[config.mk]
export PLATFORM = sky130hd
export DESIGN_NAME = abfp_port
export DESIGN_NICKNAME = d
export VERILOG_FILES = /design/src/hw/abfp_pkg.sv /design/src/hw/abfp_sync.sv /design/src/hw/abfp_port.sv
export VERILOG_INCLUDE_DIRS = /design/src /design/src/hw
export SDC_FILE = /design/constraint.sdc
export NUM_CORES = 1
export LEC_CHECK = 0
export BUFFER_PORTS_ARGS = -buffer_cell sky130_fd_sc_hd__buf_2
export CORE_UTILIZATION = 55
export DETAILED_ROUTE_END_ITERATION = 6
export PLACE_DENSITY = 0.7
export SLEW_MARGIN = 20
export SYNTH_ARGS = -nofsm -noshare
export SYNTH_HDL_FRONTEND = slang
export SYNTH_HIERARCHICAL = 1
export SYNTH_SLANG_ARGS = --single-unit
[constraint.sdc]
create_clock -name sys_clk_i -period 4.1 [get_ports sys_clk_i]
set_clock_uncertainty 0.1 [all_clocks]
set_input_delay 1.025 -clock sys_clk_i [delete_from_list [all_inputs] [get_ports sys_clk_i]]
set_output_delay 1.025 -clock sys_clk_i [all_outputs]
set_load 0.005 [all_outputs]
[src/hw/abfp_defs.svh]
`ifndef ABFP_DEFS_SVH
`define ABFP_DEFS_SVH
// data bus width
`define ABFP_DATA_W 8
// receive and transmit buffer depth in bytes
`define ABFP_DEPTH 16
// reset value of the read and write pointers
`define ABFP_PTR_RST 0
`endif

[src/hw/abfp_pkg.sv]
package abfp_pkg;
  // read strobe sequence of the port
  typedef enum logic [1:0] {
    ABFP_RD_IDLE = 2'b00,
    ABFP_RD_DRIVE = 2'b01,
    ABFP_RD_GAP = 2'b10
  } abfp_rd_state_t;
endpackage : abfp_pkg

[src/hw/abfp_sync.sv]
`timescale 1ns/100ps
`default_nettype none
// two-flop synchroniser for a group of pin levels
module abfp_sync #(
  parameter int W = 1,
  parameter logic [W-1:0] RST_VAL = '1
) (
  input wire logic sys_clk_i,
  input wire logic rst_n_i,
  input wire logic ce_i,
  input wire logic [W-1:0] d_i,
  output logic [W-1:0] q_o
);
  logic [W-1:0] meta_q; // first stage, read only by the second
  // both stages idle at the pin's inactive level
  always_ff @(posedge sys_clk_i or negedge rst_n_i)
  begin
    if (!rst_n_i)
    begin
      meta_q <= RST_VAL;
      q_o <= RST_VAL;
    end
    else if (ce_i)
    begin
      meta_q <= d_i;
      q_o <= meta_q;
    end
  end
endmodule : abfp_sync
`default_nettype wire

[src/hw/abfp_port.sv]
`timescale 1ns/100ps
`default_nettype none
`include "abfp_defs.svh"
// Contract
// - port active only when configuration selects it
// - transfers follow strobe falling edges
// - bus driven only while read strobe low
// - rx_avail_n low when byte readable
// - read strobe fall presents current byte
// - read strobe rise advances to next byte
// - flag high after read, low if more
// - tx_space_n low when byte writable
// - write strobe fall captures bus byte
// - rx flag undriven during reset
// - tx flag undriven during reset
// - wakeup pulse in suspend requests resume
// - wakeup pulse when awake flushes transmit
module abfp_port
  import abfp_pkg::*;
#(
  parameter int DATA_W = `ABFP_DATA_W,
  parameter int DEPTH = `ABFP_DEPTH
) (
  input wire logic sys_clk_i,
  input wire logic nrst_i,
  input wire logic ce_i,
  input wire logic mode_en_i, // nonvolatile config selects this mode
  input wire logic wakeup_en_i, // remote wakeup enabled in config
  input wire logic suspend_indicator_n_i, // high while the link is suspended
  input wire logic rd_n_i, // read strobe pin
  input wire logic wr_n_i, // write strobe pin
  input wire logic flush_wakeup_n_i, // send-immediate / wakeup pin
  input wire logic [DATA_W-1:0] byte_bus_i,
  output logic [DATA_W-1:0] byte_bus_o,
  output logic byte_bus_oe_o,
  output logic rx_avail_n_o,
  output logic rx_avail_n_oe_o,
  output logic tx_space_n_o,
  output logic tx_space_n_oe_o,
  // receive data arriving from the usb side
  input wire logic rx_valid_i,
  input wire logic [DATA_W-1:0] rx_data_i,
  output logic rx_ready_o,
  // transmit data leaving to the usb side
  output logic tx_valid_o,
  output logic [DATA_W-1:0] tx_data_o,
  input wire logic tx_ready_i,
  output logic flush_o, // one-cycle pulse: send pending data now
  output logic resume_o // one-cycle pulse: request bus resume
);
  localparam int AW = $clog2(DEPTH);
  // pointers wrap by their extra bit, so only powers of two are served
  if (DEPTH < 2 || (1 << AW) != DEPTH || DATA_W < 1)
  begin : g_bad_size
    $error("abfp_port: depth must be a power of two >= 2");
  end

  logic rst_meta_q, rst_n_q; // reset release synchroniser
  logic rd_n_s, wr_n_s, fw_n_s; // synchronised strobes
  logic [DATA_W-1:0] bus_s; // synchronised bus
  logic rd_n_q, wr_n_q, fw_n_q; // previous strobe levels
  logic rd_fall, rd_rise, wr_fall, fw_fall;
  abfp_rd_state_t rd_st_q;
  logic [DATA_W-1:0] rx_mem_q [DEPTH];
  logic [DATA_W-1:0] tx_mem_q [DEPTH];
  logic [AW:0] rx_wp_q, rx_rp_q, tx_wp_q, tx_rp_q;
  logic rx_empty, rx_full, tx_empty, tx_full;

  // pointer difference tells the fill level, shared by both buffers
  function automatic logic [AW:0] fill(input logic [AW:0] wp, input logic [AW:0] rp);
    fill = wp - rp;
  endfunction : fill

  assign rx_empty = (fill(rx_wp_q, rx_rp_q) == '0);
  assign rx_full = (fill(rx_wp_q, rx_rp_q) == (AW+1)'(DEPTH));
  assign tx_empty = (fill(tx_wp_q, tx_rp_q) == '0);
  assign tx_full = (fill(tx_wp_q, tx_rp_q) == (AW+1)'(DEPTH));

  // reset is asserted at once and released through two flops
  always_ff @(posedge sys_clk_i or negedge nrst_i)
  begin
    if (!nrst_i)
    begin
      rst_meta_q <= 1'b0;
      rst_n_q <= 1'b0;
    end
    else
    begin
      rst_meta_q <= 1'b1;
      rst_n_q <= rst_meta_q;
    end
  end

  // strobes and bus come from pins, so they are synchronised first
  abfp_sync #(.W(3), .RST_VAL(3'b111)) u_sync_strb (
    .sys_clk_i(sys_clk_i),
    .rst_n_i(rst_n_q),
    .ce_i(ce_i),
    .d_i({rd_n_i, wr_n_i, flush_wakeup_n_i}),
    .q_o({rd_n_s, wr_n_s, fw_n_s})
  );
  // the bus shares the strobe delay, so the byte is settled at the fall
  abfp_sync #(.W(DATA_W), .RST_VAL('0)) u_sync_bus (
    .sys_clk_i(sys_clk_i),
    .rst_n_i(rst_n_q),
    .ce_i(ce_i),
    .d_i(byte_bus_i),
    .q_o(bus_s)
  );

  // edge detection on the synchronised strobes
  always_ff @(posedge sys_clk_i or negedge rst_n_q)
  begin
    if (!rst_n_q)
    begin
      rd_n_q <= 1'b1;
      wr_n_q <= 1'b1;
      fw_n_q <= 1'b1;
    end
    else if (ce_i)
    begin
      rd_n_q <= rd_n_s;
      wr_n_q <= wr_n_s;
      fw_n_q <= fw_n_s;
    end
  end
  // strobes only count while the mode is selected
  assign rd_fall = mode_en_i && rd_n_q && !rd_n_s;
  assign rd_rise = mode_en_i && !rd_n_q && rd_n_s;
  assign wr_fall = mode_en_i && wr_n_q && !wr_n_s;
  assign fw_fall = mode_en_i && fw_n_q && !fw_n_s;

  // read sequence: drive on fall, advance and raise flag on rise
  always_ff @(posedge sys_clk_i or negedge rst_n_q)
  begin
    if (!rst_n_q)
      rd_st_q <= ABFP_RD_IDLE;
    else if (ce_i)
    begin
      case (rd_st_q)
        ABFP_RD_IDLE:
        begin
          if (rd_fall && !rx_avail_n_o)
            rd_st_q <= ABFP_RD_DRIVE;
        end
        ABFP_RD_DRIVE:
        begin
          if (rd_rise)
            rd_st_q <= ABFP_RD_GAP;
        end
        ABFP_RD_GAP:
          rd_st_q <= ABFP_RD_IDLE; // flag held high at least one cycle
        default:
          rd_st_q <= ABFP_RD_IDLE;
      endcase
    end
  end

  // receive buffer pointers; usb side fills, read rise drains
  always_ff @(posedge sys_clk_i or negedge rst_n_q)
  begin
    if (!rst_n_q)
    begin
      rx_wp_q <= (AW+1)'(`ABFP_PTR_RST);
      rx_rp_q <= (AW+1)'(`ABFP_PTR_RST);
    end
    else if (ce_i)
    begin
      if (rx_valid_i && !rx_full)
        rx_wp_q <= rx_wp_q + 1'b1;
      if (rd_st_q == ABFP_RD_DRIVE && rd_rise)
        rx_rp_q <= rx_rp_q + 1'b1;
    end
  end

  // storage: one write port per buffer, addressed by index
  always_ff @(posedge sys_clk_i)
  begin
    if (ce_i && rx_valid_i && !rx_full)
      rx_mem_q[rx_wp_q[AW-1:0]] <= rx_data_i;
    if (ce_i && wr_fall && !tx_full)
      tx_mem_q[tx_wp_q[AW-1:0]] <= bus_s;
  end

  // pin drivers; flags released while in reset or out of mode
  always_ff @(posedge sys_clk_i or negedge rst_n_q)
  begin
    if (!rst_n_q)
    begin
      byte_bus_o <= '0;
      byte_bus_oe_o <= 1'b0;
      rx_avail_n_o <= 1'b1;
      rx_avail_n_oe_o <= 1'b0;
      tx_space_n_o <= 1'b1;
      tx_space_n_oe_o <= 1'b0;
    end
    else if (ce_i)
    begin
      rx_avail_n_oe_o <= mode_en_i;
      tx_space_n_oe_o <= mode_en_i;
      // bus driven from the fall until the rise
      if (rd_fall && !rx_avail_n_o)
      begin
        byte_bus_o <= rx_mem_q[rx_rp_q[AW-1:0]];
        byte_bus_oe_o <= 1'b1;
      end
      else if (rd_n_s || !mode_en_i)
        byte_bus_oe_o <= 1'b0;
      // flag forced high from the rise, low again only if more data
      if (rd_st_q == ABFP_RD_DRIVE && rd_rise)
        rx_avail_n_o <= 1'b1;
      else if (rd_st_q == ABFP_RD_IDLE)
        rx_avail_n_o <= rx_empty || !mode_en_i;
      // space flag drops away on the same edge that takes the filling write
      tx_space_n_o <= tx_full || (wr_fall && fill(tx_wp_q, tx_rp_q) == (AW+1)'(DEPTH-1))
        || !mode_en_i;
    end
  end

  // transmit buffer pointers; write fall fills, usb side drains
  always_ff @(posedge sys_clk_i or negedge rst_n_q)
  begin
    if (!rst_n_q)
    begin
      tx_wp_q <= (AW+1)'(`ABFP_PTR_RST);
      tx_rp_q <= (AW+1)'(`ABFP_PTR_RST);
    end
    else if (ce_i)
    begin
      if (wr_fall && !tx_full)
        tx_wp_q <= tx_wp_q + 1'b1;
      if (tx_ready_i && !tx_empty)
        tx_rp_q <= tx_rp_q + 1'b1;
    end
  end
  assign tx_valid_o = !tx_empty;
  assign tx_data_o = tx_mem_q[tx_rp_q[AW-1:0]];
  assign rx_ready_o = !rx_full;

  // wakeup pin: resume while suspended, flush while awake
  always_ff @(posedge sys_clk_i or negedge rst_n_q)
  begin
    if (!rst_n_q)
    begin
      resume_o <= 1'b0;
      flush_o <= 1'b0;
    end
    else if (ce_i)
    begin
      resume_o <= fw_fall && suspend_indicator_n_i && wakeup_en_i;
      flush_o <= fw_fall && !suspend_indicator_n_i;
    end
    else
    begin
      resume_o <= 1'b0;
      flush_o <= 1'b0;
    end
  end
endmodule : abfp_port
`default_nettype wire

# After elaboration in Yosys (flattened, before gate mapping)
# Memory sizes are Yosys's and may differ from the RTL's. A register that Yosys moved wholly into a read port is not among the register bits.
# Cells that the tools add are included.
# word_totals
ff_bits	55
out_inout_bits	25
word_cells	96
inputBits	27
ramBits	256
memories	2
# classes
mux	13
n_reduce_logical	49
eq_ne	6
n_addsub	6
# memory_table
memory	words	width	rd	rd_clocked_by_memory_dff	wr	line	text
rx_mem_q	16	8	1	1	1	abfp_port.sv:64	logic [DATA_W-1:0] rx_mem_q [DEPTH];
tx_mem_q	16	8	1	0	1	abfp_port.sv:65	logic [DATA_W-1:0] tx_mem_q [DEPTH];
# op_table
cell	n
1-bit logical AND	21
5-bit by 1-bit adder with 5-bit output (second input constant)	4
2-bit AND reduction	7
1-bit logical NOT	11
5-bit equality test (second input constant)	2
5-bit logical NOT	2
1-bit 2-to-1 mux	10
5-bit subtractor	2
5-bit by 4-bit equality test with 1-bit output (second input constant)	1
1-bit logical OR	4
2-bit 2-to-1 mux	2
2-bit != test (second input constant)	2
2-bit case mux with 2 select lines	1
2-bit nonzero test	2
3-bit AND reduction	1
2-bit by 1-bit equality test with 1-bit output (second input constant)	1
2-bit logical NOT	1

# Longest topological paths before layout
# Gate-level depths: netlist of run 1.
# logic_depth
word_depth	6
mapped_depth	11
depth_no_buf	9

# Hierarchy
# Netlist of run 1, hierarchy kept.
# by_module_without_submodules
module	instances	cells_per_inst	area_per_inst_um2	seq_area_each_um2
abfp_port	1	682	12162.9	8719.6
abfp_sync at u_sync_bus	1	34	649.4	400.4
abfp_sync at u_sync_strb	1	13	259.0	157.7

# Least setup slack after synthesis of run 1
# No wires, ideal clock.
# synth_path
path_kind	register to register
startpoint	reg tx_rp_q[2]
endpoint	mem tx_mem_q[2][0] in the netlist's numbering (enable)
setup_slack_ns	0.331
synth_period_minus_slack_ns	3.769
n_path_buf	4
arrival_time_ns	3.271
required_ns	3.602
setup_time_ns	0.398
path_stages_with_launch	12
cell_sequence	dfrtp_1 clkbuf_1 clkbuf_1 inv_1 clkbuf_1 ha_1 a21oi_1 a211o_1 a211oi_2 nand2b_1 buf_2 nor4b_1
# synth_via
elab_chain_cells	6
# synth_lines
item	line	text
start: declaration	abfp_port.sv:66	logic [AW:0] rx_wp_q, rx_rp_q, tx_wp_q, tx_rp_q;
start signal: assignment	abfp_port.sv:226	tx_rp_q <= (AW+1)'(`ABFP_PTR_RST);
start signal: assignment	abfp_port.sv:233	tx_rp_q <= tx_rp_q + 1'b1;
5-bit subtractor	abfp_port.sv:71	fill = wp - rp;
5-bit equality test	abfp_port.sv:77	assign tx_full = (fill(tx_wp_q, tx_rp_q) == (AW+1)'(DEPTH));
1-bit logical NOT	abfp_port.sv:181	if (ce_i && wr_fall && !tx_full)
1-bit logical AND	abfp_port.sv:181	
1-bit 2-to-1 mux	abfp_port.sv:181	
1-bit 2-to-1 mux (not written as such)	abfp_port.sv:182	tx_mem_q[tx_wp_q[AW-1:0]] <= bus_s;
end: declaration	abfp_port.sv:65	
# Every way passes these cells.

# Final worst setup path of run 1
# layout_path
startpoint	reg tx_wp_q[0]
endpoint	out tx_valid_o
# layout_via
elab_chain_cells	3
# layout_lines
item	line	text
start: declaration	abfp_port.sv:66	
start signal: assignment	abfp_port.sv:225	tx_wp_q <= (AW+1)'(`ABFP_PTR_RST);
start signal: assignment	abfp_port.sv:231	tx_wp_q <= tx_wp_q + 1'b1;
5-bit subtractor	abfp_port.sv:71	
5-bit logical NOT	abfp_port.sv:76	assign tx_empty = (fill(tx_wp_q, tx_rp_q) == '0);
1-bit logical NOT	abfp_port.sv:236	assign tx_valid_o = !tx_empty;
end: declaration	abfp_port.sv:45	output logic tx_valid_o,
# Every way passes these cells.

==> results.toml, run 1 <==
[outcome]
status = "completed"

[critical_path]
path_common_cell = "inv_1"
cp.required_ns = 2.97
end_kind = "primary output"
reg2regPathDepth = 7
cp_cell_sequence = "inv_1 > ha_1 > inv_1 > fa_1 > xor2_1 > a211o_1 > a22oi_2 > inv_1 > buf_2"
startpoint_type = "register"
cpPeakStageDelay_ns = 0.44
worst_path_max_delay_cell = "fa_1"
critPathMaxFanout = 5
worst_ep_arrival_time_ns = 2.90
reg2reg_to = "tx_mem_q[6][2]"
crit_type = "register to primary output"
r2r_start = "tx_rp_q[3]"
reg2reg_setup_slack_ns = 0.46

[global_route]
grt_max_degree = 43
antenna_found_initial = 0
grt_pass1_wl_um = 40930
grt_use_total_pct = 22.63
grt-ovfl-total = 0
first_global_vias = 7207

[yosys]
synth_fa_ha_area_share_pct = 1.876
synthCells = 729
synth.top_cell.area_share_pct = 58.81
synth_mux_area_share_pct = 14.69
ys.flop_type = "edfxtp_1"
synth_seq_area_share_pct = 70.98
synth-edff-count = 256
synth_top_family_by_area = "multiplexers"
syn_area_per_cell_um2 = 17.93
synth-compound-area-share_pct = 2.393
netlist_area_um2 = 13070
synth.area.top_cells = "edfxtp_1 (59%), mux4_2 (11%), dfrtp_1 (10%), dfstp_2 (2.2%), nand2_1 (2.0%)"
yosysUniqueCellTypes = 54
yosys.area.top_type = "edfxtp_1"
synthXorXnorAreaFrac_pct = 1.656
syn_nets = 775
synth-seq-cells = 319
synth.most_common_cell = "edfxtp_1"
synth-simple-area-share_pct = 6.423
async_flop_share_pct = 19.75
synthTopCellsByCount = "edfxtp_1 (256), nand2_1 (70), mux4_2 (64), dfrtp_1 (52), nor2_1 (24)"
ys_warn_count = 6

[timing]
drv_slew = 0
slew_headroom_pct = 34.76
rsz0062_at_grt = "true"
fmax_mhz = 248.3
setup_tns_ns = 0
finalSetupViolCount = 0
setup_ws_ns = 0.07236
period_minus_slack_ns = 4.028
tightest_slew_ns = 0.9712
finalCritPeriodShare_pct = 98.24
final_hold_viol_count = 0

[finish]
area_growth_pct = 12.03
nFillCells = 1692
antennaDiodeCount = 0
fin_area_um2 = 14640
final_cells = 1138
drive_above_1_share_pct = 27.72
nets = 840

[floorplan]
start_util_pct = 55.85
io_pins = 52
core-area_um2 = 23400
fp-row-count = 56
die_area_um2 = 24390
die_h_um = 156.2
die_x_um = 156.2

[clocking]
root_buffer = "clkbuf_16"
cts.sinks = 319
cts_hold_buf = 0
cts-htree-levels = 1
post_cts_buffers = 0
clkSlewWorstSetupHoldPaths_ns = 0.06
cts_buffers = 31
cts_tree = "built"
clk-insertion-delay-late_ns = 0.56
clk_path_buf_depth = 3

[detailed_routing]
viasPerCell = 5.953
wire_per_inst_um = 23.05
routed_wl_um = 26230
ant_nets = 0
drc = 0
vias = 6775
drtIter0Drc = 557
drt-pass1-iter-count = 6

[place]
io_buffers = 51
place_inst = 1080
finalWeightedCongestion = 0.8916
place_area_um2 = 13660
post-place-ws_ns = 0.3793
dpl.hpwl_um = 17000

[flow_run]
maxCapViolations = 0

[power]
powerDensity_nw_per_um2 = 649.6
power_mw = 9.513
ir_worst_vdd_v = 0.0004977
p_leak_nw = 5.280

[worst_hold_path]
hold_class = "input port to asynchronous set/reset pin"
layer usage:
layer,up-vias,GRT usage (%),part of all wire [%]
li1,2978,-,-
met5,-,0,0
met1,3465,29.05,39
met4,0,7.283,2.9
met3,63,2.944,5.7
met2,269,40.07,53
per-stage QoR:
| stage | util, % | hold WS [ns] |
|---|---|---|
| 2_1_floorplan | - | 0.2312 |
| 6_report | 62.57 | 0.1334 |
| 3_5_place_dp | 58.38 | 0.2403 |
| 5_1_grt | 62.57 | 0.1077 |
| 3_3_place_gp | 58.38 | 0.2373 |
| 4_1_cts | 62.51 | 0.1117 |
placed cells by master (no fill, tap or decap), types with 11 or more instances in the layout:
cell type and count:
nor2_1 24, xnor2_1 13, ha_1 18, mux4_2 64, buf_2 51, nand3_1 14
buf_4 16, nor3_1 12, and3_1 12, dfstp_2 11, mux2_4 17, mux2_2 11
nand2_1 70, inv_1 15, edfxtp_1 256, dfrtp_1 49, clkbuf_16 31
worst max path at each step:
| stage | cells past startpoint | slack (ns) | end | startpoint |
|---|---|---|---|---|
| global placement | 9 | 0.70 | tx_valid_o | tx_wp_q[0] |
| detailed placement | 7 | 0.38 | tx_mem_q[10][6] | tx_rp_q[3] |
| floorplan | 11 | 0.33 | tx_mem_q[2][0] | tx_rp_q[2] |
| global route | 9 | -0.05 | tx_valid_o | tx_wp_q[0] |
| CTS | 6 | 0.06 | rx_ready_o | rx_rp_q[3] |
| finish | 9 | 0.07 | tx_valid_o | tx_wp_q[0] |
kinds of logic after synthesis:
| group | after synthesis |
|---|---|
| and+or+nand+nor | 167 |
| buffers and inverters | 53 |
| other | 1 |
| adders and majority gates | 19 |
| DFF | 319 |
| xor gates and xnor gates | 23 |
| AOI/OAI and AO/OA | 45 |
| muxes | 102 |
power by group:
part	switching, mW	internal, mW
clock network	1.15	1.50
registers	0.309	3.82
logic	1.48	1.25
total	2.94	6.57
flip-flops by register name (all words and copies together), names as in the netlist, 8 cells and up:
signal	cells
u_sync_bus/meta_q	8
byte_bus_o	8
rx_mem_q	128
u_sync_bus/q_o	8
tx_mem_q	128
final cells by class:
type	count	area (um^2)	area share, %
clock buffers	43	840.8	5.742
clock inverters	15	120.1	0.8202
inverters	18	73.82	0.5041
multi-input cells	357	3553	24.27
flip-flops and latches	319	9281	63.38
well taps	319	399.1	2.726
repair buffers	67	375.4	2.563
what timing repair did:
action / 4_1_cts / 5_1_grt
endpoints found under the setup margin: 1 / 2
pin swaps: 0 / 1
endpoints found under the hold margin: 0 / 0
resized for setup: 1 / 3
cloned: 0 / 0
critical path, delay by kind of cell, from the launching register on:
family	cells	cell delay (ns)
flops	1	0.41
compound gates	2	0.66
buf+inv	4	0.43
fa+ha+maj	2	0.64
xor+xnor	1	0.21
Power figures use the tool's default switching activity.
==> run 2: changes to the inputs <==
--- a/config.mk
+++ b/config.mk
@@ -8,6 +8,7 @@
 export LEC_CHECK = 0
 export BUFFER_PORTS_ARGS = -buffer_cell sky130_fd_sc_hd__buf_2
 export CORE_UTILIZATION = 55
+export CTS_BUF_LIST = sky130_fd_sc_hd__clkbuf_8
 export DETAILED_ROUTE_END_ITERATION = 6
 export PLACE_DENSITY = 0.7
 export SLEW_MARGIN = 20
==> run 2 against run 1 <==
Global-route usage up 0.31 points. Critical path type unchanged. Critical endpoint unchanged. Wire length up 1.1%. Final cell count up 2.8%. Combinational power about the same.
==> results.toml, run 2 (same netlist as run 1, synthesis figures left out) <==
[outcome]
status = "completed"

[critical_path]
reg2regPathDepth = 7
cpPeakStageDelay_ns = 0.57
critPathMaxFanout = 10
worst_path_max_delay_cell = "dfrtp_1"
r2r_start = "tx_rp_q[3]"
reg2reg_to = "tx_mem_q[7][1]"
cp.required_ns = 2.97
crit_type = "register to primary output"
startpoint = "tx_rp_q[3]"
cp_cell_sequence = "clkinvlp_4 > ha_1 > a21oi_1 > nand3_1 > a22oi_2 > inv_1 > buf_2"
end_kind = "primary output"
startpoint_type = "register"
worst_ep_arrival_time_ns = 2.88
reg2reg_setup_slack_ns = 0.38

[global_route]
antenna_found_initial = 0
grt_max_degree = 43
grt_use_total_pct = 22.94
first_global_vias = 7404
grt_pass1_wl_um = 41370
grt-ovfl-total = 0

[finish]
fin_area_um2 = 14570
layout_commonest_cell = "edfxtp_1"
nFillCells = 1705
nets = 858
antennaDiodeCount = 0
drive_above_1_share_pct = 28.79
seqCellArea_um2 = 9281
final_cell_mix = "edfxtp_1 (256), nand2_1 (70), mux4_2 (64)"
area_growth_pct = 11.44
multi_input_area_um2 = 3558

[clocking]
cts.sinks = 319
cts-htree-levels = 2
cts_hold_buf = 0
clk_path_buf_depth = 3
root_buffer = "clkbuf_8"
cts_tree = "built"
cts_buffers = 48
clkSlewWorstSetupHoldPaths_ns = 0.07
clk-insertion-delay-late_ns = 0.58

[place]
finalWeightedCongestion = 0.8916
place_area_um2 = 13660
dpl.hpwl_um = 17000
io_buffers = 51
post-place-ws_ns = 0.3793

[floorplan]
die_h_um = 156.2
start_util_pct = 55.85
io_pins = 52
die_area_um2 = 24390
core-area_um2 = 23400
fp-row-count = 56
die_x_um = 156.2

[timing]
setup_ws_ns = 0.09239
finalCritPeriodShare_pct = 97.75
holdWs_ns = 0.1461
slew_headroom_pct = 35.97
finalSetupViolCount = 0
fmax_mhz = 249.5
final_hold_viol_count = 0
setup_tns_ns = 0
rsz0062_at_grt = "true"
drv_slew = 0
period_minus_slack_ns = 4.008
tightest_slew_ns = 0.9532

[power]
p_leak_nw = 5.310
ir_worst_vdd_v = 0.0003885
powerDensity_nw_per_um2 = 632.6

[worst_hold_path]
hold_class = "input port to asynchronous set/reset pin"

[detailed_routing]
drc = 0
routed_wl_um = 26520
drt-pass1-iter-count = 6
drtIter0Drc = 566
vias = 6862
ant_nets = 0
viasPerCell = 5.865
wire_per_inst_um = 22.67

[flow_run]
maxCapViolations = 0
run 2: cell types whose count changed in the layout (fill, tap and decap cells not counted), sizes merged:
| cell | before | now |
|---|---|---|
| clkinvlp | 2 | 3 |
| bufinv | 1 | 0 |
| buf | 67 | 68 |
| clkinv | 13 | 21 |
| inv | 17 | 32 |
| clkbuf | 43 | 51 |
run 2: metrics by stage:
stage	utilization, %	power [mW]	std cells
5_1_grt	62.24	9.656	1170
3_3_place_gp	58.38	6.786	1080
6_report	62.24	9.214	1170
2_1_floorplan	-	6.084	729
3_5_place_dp	58.38	6.892	1080
4_1_cts	62.12	9.243	1169
run 2: report_power, final:
group	switching, mW	total [mW]	internal [mW]
sequential	0.313	4.13	3.82
combinational	1.48	2.74	1.26
clock	1.18	2.34	1.16
run 2: final cells by class:
class                           instances  share of cell area, %
Clock inverter                         38                  1.160
Inverter                               18                 0.5068
Clock buffer                           51                  4.819
Sequential cell                       319                  63.72
Multi-Input combinational cell        357                  24.43
Timing Repair Buffer                   68                  2.628
Tap cell                              319                  2.740
run 2: worst max path at each step:
stage / end / slack, ns
after floorplan: tx_mem_q[2][0] / 0.33
after global placement: tx_valid_o / 0.70
after detailed placement: tx_mem_q[10][6] / 0.38
after CTS: rx_ready_o / 0.06
after global routing: tx_valid_o / -0.04
final: tx_valid_o / 0.09
run 2: routing by layer:
metal / vias up / global-route usage, % / routed length [um]
met4: 0 / 8.683 / 788
li1: 3015 / - / -
met2: 248 / 39.99 / 13790
met3: 75 / 4.028 / 1452
met5: - / 0 / 0
met1: 3524 / 28.75 / 10490
run 2: repair_timing:
action                                  in CTS  in global routing
setup buffers                                0                  1
resized for setup                            1                  3
pin swaps                                    0                  1
endpoints found under the setup margin       1                  2
run 2: worst max-delay path, delay by kind of cell, from the launching register on:
kind | cells | cell delay [ns]
flops | 1 | 0.57
compound gates | 2 | 0.66
buf+inv | 3 | 0.48
simple gates | 1 | 0.18
fa+ha+maj | 1 | 0.42
==> run 3: changes to the inputs <==
--- a/config.mk
+++ b/config.mk
@@ -8,7 +8,7 @@
 export LEC_CHECK = 0
 export BUFFER_PORTS_ARGS = -buffer_cell sky130_fd_sc_hd__buf_2
 export CORE_UTILIZATION = 55
-export CTS_BUF_LIST = sky130_fd_sc_hd__clkbuf_8
+export CTS_BUF_LIST = sky130_fd_sc_hd__clkbuf_2 sky130_fd_sc_hd__clkbuf_4 sky130_fd_sc_hd__clkbuf_8
 export DETAILED_ROUTE_END_ITERATION = 6
 export PLACE_DENSITY = 0.7
 export SLEW_MARGIN = 20
==> run 3 against run 2 <==
Cell area is 0.36% higher. Sequential share of layout area decreased by 0.23 points. Critical path depth grew 2. Sequential power about the same. Non-clock buffer count is the same. Critical path type unchanged. Critical endpoint unchanged. Largest power group unchanged. Highest routed layer unchanged.
==> results.toml, run 3 (same netlist as run 1, synthesis figures left out) <==
[outcome]
status = "completed"

[clocking]
cts_tree = "built"
cts-htree-levels = 2
clkSlewWorstSetupHoldPaths_ns = 0.06
clk-insertion-delay-late_ns = 0.57
cts_hold_buf = 0
root_buffer = "clkbuf_8"
cts_buffers = 48
clk_path_buf_depth = 3
cts.sinks = 319

[finish]
drive_above_1_share_pct = 30.43
multi_input_area_um2 = 3558
final_cells = 1170
area_growth_pct = 11.84
nFillCells = 1707
seqCellArea_um2 = 9281
layout_commonest_cell = "edfxtp_1"
utilization_pct = 62.47
final_cell_mix = "edfxtp_1 (256), nand2_1 (70), mux4_2 (64)"
antennaDiodeCount = 0
nets = 858

[global_route]
grt_pass1_wl_um = 41370
first_global_vias = 7402
grt_max_degree = 43
grt_use_total_pct = 22.97
antenna_found_initial = 0
grt-ovfl-total = 0

[floorplan]
io_pins = 52
fp-row-count = 56
die_h_um = 156.2
core-area_um2 = 23400
start_util_pct = 55.85
die_x_um = 156.2
die_area_um2 = 24390

[critical_path]
crit_type = "register to primary output"
critical_path.top_delay_family = "adder cells"
startpoint_type = "register"
cp_cell_sequence = "inv_1 > ha_1 > inv_1 > fa_1 > xor2_1 > a211o_1 > a22oi_2 > inv_1 > buf_2"
worst-path-buf-inv = 4
path_common_cell = "inv_1"
worst_path_max_delay_cell = "fa_1"
critPathMaxFanout = 4
worst_ep_arrival_time_ns = 2.89
cpPeakStageDelay_ns = 0.44
end_kind = "primary output"
cp.required_ns = 2.97

[flow_run]
maxCapViolations = 0

[place]
io_buffers = 51
post-place-ws_ns = 0.3793
finalWeightedCongestion = 0.8916
place_inst = 1080
dpl.hpwl_um = 17000

[detailed_routing]
wire_per_inst_um = 22.62
routed_wl_um = 26470
viasPerCell = 5.846
drt-pass1-iter-count = 6
ant_nets = 0
vias = 6840
drtIter0Drc = 541
drc = 0

[power]
ir_worst_vdd_v = 0.0003885
p_leak_nw = 5.300
powerDensity_nw_per_um2 = 638.3

[timing]
setup_ws_ns = 0.08489
holdWs_ns = 0.1488
setup_tns_ns = 0
fmax_mhz = 249.1
finalSetupViolCount = 0
final_hold_viol_count = 0
tightest_slew_ns = 0.9529
drv_slew = 0
rsz0062_at_grt = "true"
slew_headroom_pct = 35.99
period_minus_slack_ns = 4.015
finalCritPeriodShare_pct = 97.93

[worst_hold_path]
hold_class = "input port to asynchronous set/reset pin"
==> run 3: changes by cell type in the layout (fill, tap and decap cells not counted), sizes merged <==
cell and delta:
inv -14, clkbuf +14
==> run 3: worst paths after layout <==
kind	startpoint	endpoint	slack, ns	depth (start not counted)
worst max-delay path	tx_wp_q[0]	tx_valid_o	0.08	9
worst min-delay path	nrst_i	rst_n_q	0.15	1
worst max register to register	tx_rp_q[3]	tx_mem_q[7][7]	0.45	7
worst min register to register	rst_n_q	u_sync_bus/meta_q[5]	0.25	0
max in group asynchronous	rst_n_q	wr_n_q	2.71	1
min in group sys_clk_i	rst_meta_q	rst_n_q	0.25	0
==> run 3: final cells by class <==
| type | instances | share of cell area, % |
|---|---|---|
| clock buffers | 65 | 5.520 |
| flip-flops and latches | 319 | 63.49 |
| repair buffers | 68 | 2.619 |
| well taps | 319 | 2.730 |
| inverters | 18 | 0.5050 |
| clock inverters | 24 | 0.7960 |
| multi-input cells | 357 | 24.34 |
==> run 3: power by group <==
| group | switching, mW | leakage [nW] | internal (mW) |
|---|---|---|---|
| Clock | 1.18 | 0.485 | 1.29 |
| Sequential | 0.311 | 3.05 | 3.82 |
| Combinational | 1.48 | 1.76 | 1.26 |
==> run 3: repair_timing <==
action / 4_1_cts / 5_1_grt
pin swaps: 0 / 1
resized for setup: 1 / 3
endpoints found under the setup margin: 1 / 2
buffers inserted: 0 / 1
==> run 3: worst reg2reg max path, cell delays in order, from the launching register on <==
cell,delay [ns]
dfrtp_1,0.56
clkinvlp_4,0.27
ha_1,0.42
a21oi_1,0.32
and3_1,0.25
a211oi_2,0.08
nand2b_1,0.39
nor3_1,0.88
==> run 3: metal layers <==
layer	up-vias	global-route usage, %	share of wire, %
li1	3020	-	-
met1	3506	28.87	39
met3	57	4.028	6.0
met4	0	8.683	2.6
met5	-	0	0
met2	257	39.94	53
==> run 3: metrics by stage <==
step	instance area [um^2]	power, mW
6_report	14620	9.332
4_1_cts	14590	9.367
5_1_grt	14620	9.780
2_1_floorplan	13070	6.084
3_3_place_gp	13660	6.786
3_5_place_dp	13660	6.892
